### src/inc/cpg_consts.svh
`ifndef CPG_CONSTS_SVH
`define CPG_CONSTS_SVH
// register indices; byte address is four times the index
`define CPG_IDX_GAIN 8'h04
`define CPG_IDX_PWR 8'h05
`define CPG_IDX_IRQ_STAT 8'h10
`define CPG_IDX_IRQ_MASK 8'h11
// gain step register fields
`define CPG_GAIN_FLAG_BIT 0
`define CPG_GAIN_DSLOW_BIT 1
`define CPG_GAIN_REFSEL_BIT 2
`define CPG_GAIN_ISLOW_BIT 3
// power control register fields
`define CPG_PWR_OFF_LSB 6
`define CPG_PWR_DONE_LSB 2
`define CPG_PWR_FX_BIT 1
`define CPG_PWR_DEEMPH_BIT 0
// reset values
`define CPG_PWR_OFF_RST 10'h3ff
`define CPG_DONE_RST 4'hf
`define CPG_GAIN_RST 7'h00
// one gain code is 0.5 dB; code zero is the -12 dB floor
`define CPG_GAIN_STEP 7'h01
`define CPG_AGC_FLOOR 7'h00
`define CPG_AGC_CEIL 7'h7f
// interrupt status bit positions
`define CPG_EV_SETTLED 0
`define CPG_EV_SAT 1
`define CPG_EV_DONE_LSB 2
`endif

### src/inc/cpg_pkg.sv
package cpg_pkg;
  typedef logic [6:0] cpg_gain_t;

  // complete register state of the block
  typedef struct packed {
    logic [9:0] pwr_off;
    logic fx_en;
    logic deemph_en;
    logic dac_slow;
    logic in_slow;
    logic in_ref_sel;
    logic [5:0] irq_stat;
    logic [5:0] irq_mask;
    logic irq;
    logic [1:0] ws_sync;
    logic [1:0] rws_sync;
    logic ws_prev;
    logic rws_prev;
    logic dac_half;
    logic in_half;
    logic [3:0] done_s1;
    logic [3:0] done_s2;
    logic [3:0] done_prev;
    cpg_gain_t dac_gain;
    cpg_gain_t in_gain;
    logic settled;
    logic sat;
    logic full_off;
    logic ack;
    logic [31:0] dat;
  } cpg_state_s;
endpackage

### src/hdl/cpg_power_gain.sv
`timescale 1ns/100ps
`include "cpg_consts.svh"

// Overview of operation
// - dac step rate bit: one or two periods
// - settled flag: applied input gain equals programmed
// - under agc, flag reports gain limit saturation
// - mic bias off bits, reset to one
// - sidetone off bit, reset to one
// - two speaker off bits, reset to one
// - playback and record converter off bits
// - virtual ground off bit, reset one
// - cellphone output off bit, reset one
// - loudspeaker off bit, reset one
// - record converter off done flag, read only
// - left and right playback done flags
// - sidetone off done flag, read only
// - effects filter enable, reset zero
// - deemphasis enable, reset zero
// - all ten off bits mean full off
// - input steps on word or record clock
module cpg_power_gain #(
  parameter cpg_pkg::cpg_gain_t AGC_FLOOR = `CPG_AGC_FLOOR,
  parameter cpg_pkg::cpg_gain_t AGC_CEIL = `CPG_AGC_CEIL
) (
  input wire logic clk_i,
  input wire logic rst_i,
  input wire logic cyc_i,
  input wire logic stb_i,
  input wire logic we_i,
  input wire logic [9:0] adr_i,
  input wire logic [3:0] sel_i,
  input wire logic [31:0] dat_i,
  output logic [31:0] dat_o,
  output logic ack_o,
  output logic irq_o,
  input wire logic word_clock_i,
  input wire logic record_word_select_i,
  input wire logic [3:0] off_done_i,
  input wire logic automatic_gain_control_i,
  input wire cpg_pkg::cpg_gain_t dac_gain_target_i,
  input wire cpg_pkg::cpg_gain_t input_gain_target_i,
  output logic [9:0] codec_off_o,
  output logic codec_full_off_o,
  output logic effects_filter_enable_o,
  output logic deemphasis_enable_o,
  output cpg_pkg::cpg_gain_t dac_gain_applied_o,
  output cpg_pkg::cpg_gain_t input_gain_applied_o
);
  import cpg_pkg::*;

  cpg_state_s st;
  cpg_state_s next_st;
  logic access;
  logic wr;
  logic [7:0] idx;
  logic ws_tick;
  logic rws_tick;
  logic in_tick;
  logic gain_flag;
  logic [5:0] events;
  logic [31:0] rdata;
  logic [15:0] wmask;

  // bus decode
  assign access = cyc_i & stb_i & ~st.ack;
  assign wr = access & we_i;
  assign idx = adr_i[9:2];
  assign wmask = {{8{sel_i[1]}}, {8{sel_i[0]}}};

  // word clock edges, read only from the second sync stage
  assign ws_tick = st.ws_sync[1] & ~st.ws_prev;
  assign rws_tick = st.rws_sync[1] & ~st.rws_prev;
  assign in_tick = st.in_ref_sel ? rws_tick : ws_tick;

  // flag bit meaning depends on automatic gain control
  assign gain_flag = automatic_gain_control_i ? st.sat : st.settled;

  // event sources for the interrupt status
  always_comb begin
    events = 6'h00;
    // built from current state and inputs only, so no loop through next_st
    events[`CPG_EV_SETTLED] = (st.in_gain == input_gain_target_i) & ~st.settled;
    events[`CPG_EV_SAT] = automatic_gain_control_i
      & ((st.in_gain == AGC_FLOOR) | (st.in_gain == AGC_CEIL)) & ~st.sat;
    events[`CPG_EV_DONE_LSB +: 4] = st.done_s2 & ~st.done_prev;
  end

  // read data mux, unmapped reads return zero
  always_comb begin
    rdata = 32'h0000_0000;
    case (idx)
      `CPG_IDX_GAIN: begin
        rdata[`CPG_GAIN_FLAG_BIT] = gain_flag;
        rdata[`CPG_GAIN_DSLOW_BIT] = st.dac_slow;
        rdata[`CPG_GAIN_REFSEL_BIT] = st.in_ref_sel;
        rdata[`CPG_GAIN_ISLOW_BIT] = st.in_slow;
      end
      `CPG_IDX_PWR: begin
        rdata[`CPG_PWR_OFF_LSB +: 10] = st.pwr_off;
        rdata[`CPG_PWR_DONE_LSB +: 4] = st.done_s2;
        rdata[`CPG_PWR_FX_BIT] = st.fx_en;
        rdata[`CPG_PWR_DEEMPH_BIT] = st.deemph_en;
      end
      `CPG_IDX_IRQ_STAT: begin
        rdata[5:0] = st.irq_stat;
      end
      `CPG_IDX_IRQ_MASK: begin
        rdata[5:0] = st.irq_mask;
      end
      default: begin
        rdata = 32'h0000_0000;
      end
    endcase
  end

  // next state of the whole block
  always_comb begin
    next_st = st;
    // bus answer: one cycle ack, dropped the cycle after
    next_st.ack = access;
    next_st.dat = access ? rdata : 32'h0000_0000;

    // synchronisers for pin inputs
    next_st.ws_sync = {st.ws_sync[0], word_clock_i};
    next_st.rws_sync = {st.rws_sync[0], record_word_select_i};
    next_st.ws_prev = st.ws_sync[1];
    next_st.rws_prev = st.rws_sync[1];
    next_st.done_s1 = off_done_i;
    next_st.done_s2 = st.done_s1;
    next_st.done_prev = st.done_s2;

    // register writes; flag bits are not writable
    if (wr) begin
      case (idx)
        `CPG_IDX_GAIN: begin
          if (sel_i[0]) begin
            next_st.dac_slow = dat_i[`CPG_GAIN_DSLOW_BIT];
            next_st.in_ref_sel = dat_i[`CPG_GAIN_REFSEL_BIT];
            next_st.in_slow = dat_i[`CPG_GAIN_ISLOW_BIT];
          end
        end
        `CPG_IDX_PWR: begin
          // only the writable fields take data
          next_st.pwr_off = (st.pwr_off & ~wmask[15:6])
            | (dat_i[15:6] & wmask[15:6]);
          if (sel_i[0]) begin
            next_st.fx_en = dat_i[`CPG_PWR_FX_BIT];
            next_st.deemph_en = dat_i[`CPG_PWR_DEEMPH_BIT];
          end
        end
        `CPG_IDX_IRQ_MASK: begin
          if (sel_i[0]) begin
            next_st.irq_mask = dat_i[5:0];
          end
        end
        default: begin
          next_st.irq_mask = st.irq_mask;
        end
      endcase
    end

    // write one to clear, a new event wins over the clear
    if (wr && idx == `CPG_IDX_IRQ_STAT && sel_i[0]) begin
      next_st.irq_stat = (st.irq_stat & ~dat_i[5:0]) | events;
    end else begin
      next_st.irq_stat = st.irq_stat | events;
    end
    next_st.irq = |(next_st.irq_stat & next_st.irq_mask);

    // dac gain soft step: every period or every second period
    if (ws_tick) begin
      next_st.dac_half = ~st.dac_half;
      if (!st.dac_slow || st.dac_half) begin
        if (st.dac_gain < dac_gain_target_i) begin
          next_st.dac_gain = st.dac_gain + `CPG_GAIN_STEP;
        end else if (st.dac_gain > dac_gain_target_i) begin
          next_st.dac_gain = st.dac_gain - `CPG_GAIN_STEP;
        end
      end
    end

    // input gain soft step on the selected reference clock
    if (in_tick) begin
      next_st.in_half = ~st.in_half;
      if (!st.in_slow || st.in_half) begin
        if (st.in_gain < input_gain_target_i) begin
          next_st.in_gain = st.in_gain + `CPG_GAIN_STEP;
        end else if (st.in_gain > input_gain_target_i) begin
          next_st.in_gain = st.in_gain - `CPG_GAIN_STEP;
        end
      end
    end

    // gain status flags
    next_st.settled = (st.in_gain == input_gain_target_i);
    next_st.sat = automatic_gain_control_i
      & ((st.in_gain == AGC_FLOOR) | (st.in_gain == AGC_CEIL));

    // whole codec off when every off bit is set
    next_st.full_off = &next_st.pwr_off;
  end

  // state register with synchronous reset
  always_ff @(posedge clk_i) begin
    if (rst_i) begin
      st <= '0;
      st.pwr_off <= `CPG_PWR_OFF_RST;
      st.done_s1 <= `CPG_DONE_RST;
      st.done_s2 <= `CPG_DONE_RST;
      st.done_prev <= `CPG_DONE_RST;
      st.dac_gain <= `CPG_GAIN_RST;
      st.in_gain <= `CPG_GAIN_RST;
      st.full_off <= 1'b1;
    end else begin
      st <= next_st;
    end
  end

  // outputs straight from the state flops
  assign dat_o = st.dat;
  assign ack_o = st.ack;
  assign irq_o = st.irq;
  assign codec_off_o = st.pwr_off;
  assign codec_full_off_o = st.full_off;
  assign effects_filter_enable_o = st.fx_en;
  assign deemphasis_enable_o = st.deemph_en;
  assign dac_gain_applied_o = st.dac_gain;
  assign input_gain_applied_o = st.in_gain;
endmodule // cpg_power_gain

### config.mk
export PLATFORM = sky130hd
export DESIGN_NAME = cpg_power_gain
export DESIGN_NICKNAME = d
export VERILOG_FILES = /design/src/inc/cpg_pkg.sv /design/src/hdl/cpg_power_gain.sv
export VERILOG_INCLUDE_DIRS = /design/src /design/src/inc
export SDC_FILE = /design/constraint.sdc
export NUM_CORES = 1
export LEC_CHECK = 0
export ABC_CLOCK_PERIOD_IN_PS = 11150
export BUFFER_PORTS_ARGS = -buffer_cell sky130_fd_sc_hd__buf_2
export CELL_PAD_IN_SITES_DETAIL_PLACEMENT = 1
export CELL_PAD_IN_SITES_GLOBAL_PLACEMENT = 1
export CORE_MARGIN = 3
export CORE_UTILIZATION = 41
export DETAILED_ROUTE_END_ITERATION = 6
export GPL_ROUTABILITY_DRIVEN = 1
export PLACE_DENSITY_LB_ADDON = 0.1
export SLEW_MARGIN = 10
export SYNTH_ARGS = -nofsm -noshare
export SYNTH_HDL_FRONTEND = slang
export SYNTH_SLANG_ARGS = --single-unit
export TNS_END_PERCENT = 20
### constraint.sdc
create_clock -name clk_i -period 11.15 [get_ports clk_i]
set_input_delay 2.7875 -clock clk_i [delete_from_list [all_inputs] [get_ports clk_i]]
set_output_delay 2.7875 -clock clk_i [all_outputs]
set_load 0.01 [all_outputs]
* Word-level counts from Yosys, hierarchy flattened
Cells that the tools add are included.
** Cells by class
- Add/sub/neg operators :: 4
- $mul :: 0
- Div/mod/pow operators :: 0
- $lt $le $gt $ge :: 4
- Eq/ne operators :: 6
- Shift-type cells :: 0
- Multiplexer cells :: 17
- Bitwise operators :: 29
- Reductions and logical operators :: 17
** Operators by type and width (number)
- 2-to-1 mux 7 bit :: 4
- 2-to-1 mux 6 bit :: 4
- AND 10 bit :: 2
- equality test 8 x 3 -> 1 bit (second input constant) :: 2
- equality test 8 x 5 -> 1 bit (second input constant) :: 2
- case mux 4 bit (4 select lines) :: 1
- 2-to-1 mux 15 bit :: 1
- adder 7 x 1 -> 7 bit (second input constant) :: 2
- greater-than comparator 7 bit :: 2
- < comparator 7 bit :: 2
- subtractor 7 x 1 -> 7 bit (second input constant) :: 2
- AND 6 bit :: 2
- 2-to-1 mux 12 bit :: 1
- OR 6 bit :: 2
- AND reduction 3 bit :: 4
- NOT 10 bit :: 1
- OR 10 bit :: 1
- AND reduction 10 bit :: 1
- NOT 1 bit :: 9
- AND 1 bit :: 8
- equality test 7 bit :: 1
- equality test 7 bit (second input constant) :: 1
- zero test 7 bit :: 1
- 2-to-1 mux 3 bit :: 2
- 14 further kinds :: 19
** Word-level totals
- Register bits after elaboration :: 98
- Latch bits :: 0
- Bits in writable memories :: 0
- ROM bits :: 0
- Bits of input ports :: 72
- Output and inout port bits :: 61
- Memories kept :: 0

* Logic depth before layout (Yosys ltp)
- Depth after elaboration :: 8
- Mapped depth :: 13
- Gate-level depth less buffers :: 13

* Worst setup path before layout
No wires, ideal clock.
- Kind :: in2reg
- Start point :: in input_gain_target_i[1]
- End point :: reg st, in the netlist input_gain_applied_o[6]
- Library setup time :: 121 ps
- Arrival :: 5440 ps
- Data required time :: 11029 ps
- Path slack :: 5589 ps
- Stages :: 13
- Buffers on the path :: 0
- Cells stage by stage :: inv_1 > ha_1 > nor2b_1 > o21ai_0 > a21oi_1 > or2_2 > fa_1 > a211oi_1 > o21ai_0 > a21oi_1 > o21ai_0 > a211oi_1 > mux2_2
** On the way
- Word-level cells in the longest chain between the ends :: 3
- Elaborated cells between the ends (all ways) :: 5
- Classes of those cells :: order compare (2); mux (1); reduce/logical (2)
** RTL lines
- start, declared :: line cpg_power_gain.sv:42 : input wire cpg_pkg::cpg_gain_t input_gain_target_i,
- < comparator 7 bit / greater-than comparator 7 bit (equally long branches) :: line cpg_power_gain.sv:187, cpg_power_gain.sv:189
- nonzero test 2 bit (no source line)
- AND reduction 3 bit (no source line)
- end signal, assigned :: line cpg_power_gain.sv:216 : st <= next_st;
- end, declared :: line cpg_power_gain.sv:52 : cpg_state_s st;
Parallel ways exist; a longest one is shown, timed or not.
A chain may end at the register's enable or synchronous reset.

* Final worst setup path
Ends and elaborated chain as after synthesis.

==> flow_summary_export.csv <==
group,metric,value,unit
clocking,cts_buffer_depth,2,
drt,ant_nets,0,
finish,seqCellArea,0.00164,mm^2
die,ioPinCount,133,
die,die_w,108,um
die,die-area,0.0117,mm^2
power,switching_share,24.7,%
finish,multi_input_area,0.00211,mm^2
logic_synthesis,synth_edf_count,0,
finish,final_net_count,634,
flow_run,drv_cap,0,
drt,first_iter_violations,114,
global_routing,grt_usage,17.2,%
sta,rsz0062_at_grt,"no",
logic_synthesis,synth_cell_types,52,
critical_path,critical_path_class,"input pin to register",
clocking,path_clk_slew,0.09,ns
logic_synthesis,syn_area,0.00426,mm^2
logic_synthesis,ys.warnings.count,0,
place,place_area,0.00450,mm^2
drt,firstDrtPassIters,4,
min_path,hp-class,"register to register",
power,p_comb_share,7.5,%
logic_synthesis,syn_inst,483,
finish,final_cells,674,
critical_path,crit_end,"input_gain_applied_o[6]",
drt,routed_wl,9.90,mm
sta,finalMaxSlewViolations,0,
place,place_congestion,0.774,
logic_synthesis,synthFlopType,"dfxtp_1",
logic_synthesis,avgSynthCellArea,8.82,um^2
logic_synthesis,synth-seq-area-share,38.5,%
critical_path,critPathMostFrequentCell,"o21ai_0",
power,clkPwrFrac,38.4,%
critical_path,crit_path_end_kind,"register",
sta,slew_headroom,30.7,%
die,start_util,42.8,%
sta,setup_violations,0,
sta,fin_skew,0.0106,ns
finish,syn_to_final_growth,10.1,%
clocking,htreeDepth,3,
sta,timing.final.crit_share,50.7,%
place,dpl.hpwl,7.53,mm
critical_path,arrival,5.91,ns
sta,finalSetupTns,0,ns
critical_path,reg2regPathDepth,12,
sta,tightest_slew,1.03,ns
power,p_leak,0.00219,uW
power,ir_drop,0.0507,mV
drt,via_per_inst,5.14,
global_routing,grt_pass1_vias,3455,
critical_path,critPathLaunchType,"input pin",
critical_path,r2r_slack,7.56,ns
critical_path,cpMaxStageDelayCell,"fa_1",
sta,whs,0.422,ns
clocking,cts_made_buffers,9,
die,die_h,108,um
clocking,cts_setup_buffers,0,
global_routing,grt_overflow,0,
place,dp_cells,658,
critical_path,startpoint,"input_gain_target_i[1]",
finish,nFillCells,1210,
critical_path,cp_max_fo,6,
power,power.density,119,mW/mm^2
clocking,ctsHoldBuffers,0,
place,portBuffers,96,
logic_synthesis,ys_ff_latch,82,
run_status,outcome,"finished clean",
clocking,cts.sinks,82,
die,core_area,0.00995,mm^2
clocking,cts-root-buf,"clkbuf_8",
clocking,cts_resized,0,
power,internal-power,420,uW
global_routing,grt_max_degree,65,
critical_path,r2r_end,"input_gain_applied_o[6]",
critical_path,max_stage_delay,0.44,ns
die,rows,36,
drt,vias,3467,
logic_synthesis,synthArstFlopShare,0,%
sta,fin_crit,5.65,ns
power,seqPwrFrac,54.0,%
critical_path,r2r_start,"input_gain_applied_o[1]",
clocking,cts_tree,"yes",
finish,fin_util,47.1,%
finish,final_layout_size_suffix_gt1_share,25.7,%
sta,max_clock_freq,177,MHz
drt,wire_per_inst,14.7,um
sta,hold_violations,0,
global_routing,grt_pass1_wl,16.0,mm
drt,drc,0,
critical_path,crit_chain,"buf_2, inv_1, ha_1, nor2b_1, o21ai_0, a21oi_1, or2_2, fa_1, a211oi_1, o21ai_0, a21oi_1, o21ai_0, a211oi_1, mux2_2",
finish,num_antenna_cells,0,
finish,finish.instance_area,0.00469,mm^2
global_routing,antenna_found_initial,0,
clocking,clk_latency,0.35,ns
critical_path,crit_required,11.40,ns
power,p_switching,137,uW
[state kept, by name, summed over array words and instances (netlist names)]
signal	flops
ack_o	1
codec_full_off_o	1
codec_off_o	10
dac_gain_applied_o	7
dat_o	16
deemphasis_enable_o	1
effects_filter_enable_o	1
input_gain_applied_o	7
irq_o	1
next_st	12
st	25
[worst min-delay path by stage]
stage                      startpoint          end  slack (ns)  cells past startpoint
after global routing      next_st[54]  next_st[50]        0.43                      1
final                     next_st[57]  next_st[53]        0.42                      1
after CTS                 next_st[56]  next_st[52]        0.43                      1
after global placement    next_st[55]  next_st[51]        0.39                      1
after floorplan           next_st[54]  next_st[50]        0.39                      1
after detailed placement  next_st[54]  next_st[50]        0.40                      1
[cell usage in the layout (no fill, tap or decap), types with 2 or more instances in the layout]
cell / count
nor3_1: 2
nand3b_1: 6
dfxtp_1: 82
inv_1: 25
a21oi_1: 36
clkbuf_8: 9
a311oi_1: 3
fa_1: 2
o22ai_1: 3
nand4_1: 7
nand2_1: 29
nor4_1: 2
mux2i_1: 13
ha_1: 24
a21o_1: 6
or3_1: 2
buf_2: 96
o21a_1: 3
or4_1: 2
o21ai_0: 23
or2_2: 17
xnor2_1: 7
nand3_1: 18
a211oi_1: 4
nand2b_1: 3
nor2_1: 31
a22oi_1: 10
nor2b_1: 14
conb_1: 16
o21bai_1: 2
clkinvlp_4: 3
mux2_2: 5
and3_1: 13
[kinds of logic (layout without fill, tap and decap cells)]
logic type / Yosys count / after routing / share of synthesized area (%)
buf+inv: 95 / 138 / 13.4
mux: 18 / 18 / 4.37
xor+xnor: 8 / 8 / 1.64
flops: 82 / 82 / 38.5
fa+ha+maj: 26 / 26 / 7.99
simple gates: 153 / 153 / 19.6
compound gates: 100 / 100 / 14.4
other cells: 1 / 16 / 0.0880
[power by group through the flow]
stage	sequential, uW	clock (uW)	combinational [uW]
2_1_floorplan	307	0	30.1
3_3_place_gp	308	0	40.8
3_5_place_dp	308	0	42.1
4_1_cts	301	221	42.3
5_1_grt	302	235	47.5
6_report	301	214	41.9
[routing by layer]
layer	wire length (um)	track usage [%]	vias up
li1	-	-	1712
met1	4520	21.5	1659
met2	4730	29.3	84
met3	476	3.34	12
met4	173	6.49	0
met5	0	0	-
[worst max-delay path, delay by kind of cell]
family | cells | cell delay [ns]
and+or+nand+nor | 2 | 0.52
adders and majority gates | 2 | 0.74
muxes | 1 | 0.37
buffers and inverters | 2 | 0.12
AOI/OAI and AO/OA | 7 | 1.37
[metrics by stage]
step | worst slack, ns | power, uW
floorplan | 5.59 | 337
global placement | 5.22 | 349
CTS | 5.53 | 564
global route | 5.27 | 584
detailed placement | 5.15 | 350
finish | 5.50 | 557
[synthesized netlist by cell type, types with 3 or more instances]
cell	count	area, um^2
xnor2_1	7	61.3
buf_4	56	420
nor2_1	31	116
o21ai_0	23	115
inv_1	25	93.8
mux2_2	5	56.3
o22ai_1	3	18.8
clkbuf_1	11	41.3
or2_2	17	106
a22oi_1	10	75.1
nand2b_1	3	18.8
a21oi_1	36	180
nand4_1	7	43.8
mux2i_1	13	130
ha_1	24	300
nand2_1	29	109
o21a_1	3	22.5
a211oi_1	4	30.0
nor2b_1	14	87.6
nand3b_1	6	45.0
dfxtp_1	82	1640
a311oi_1	3	26.3
nand3_1	18	90.1
and3_1	13	81.3
a21o_1	6	45.0
[final cells by class]
type                    count  area share [%]
clock buffers              10            2.72
inverters                  25            2.00
clock inverters             6            1.41
repair buffers             97            10.4
flip-flops and latches     82            35.0
multi-input cells         321            44.9
well taps                 133            3.55
Power figures use the tool's default switching activity.
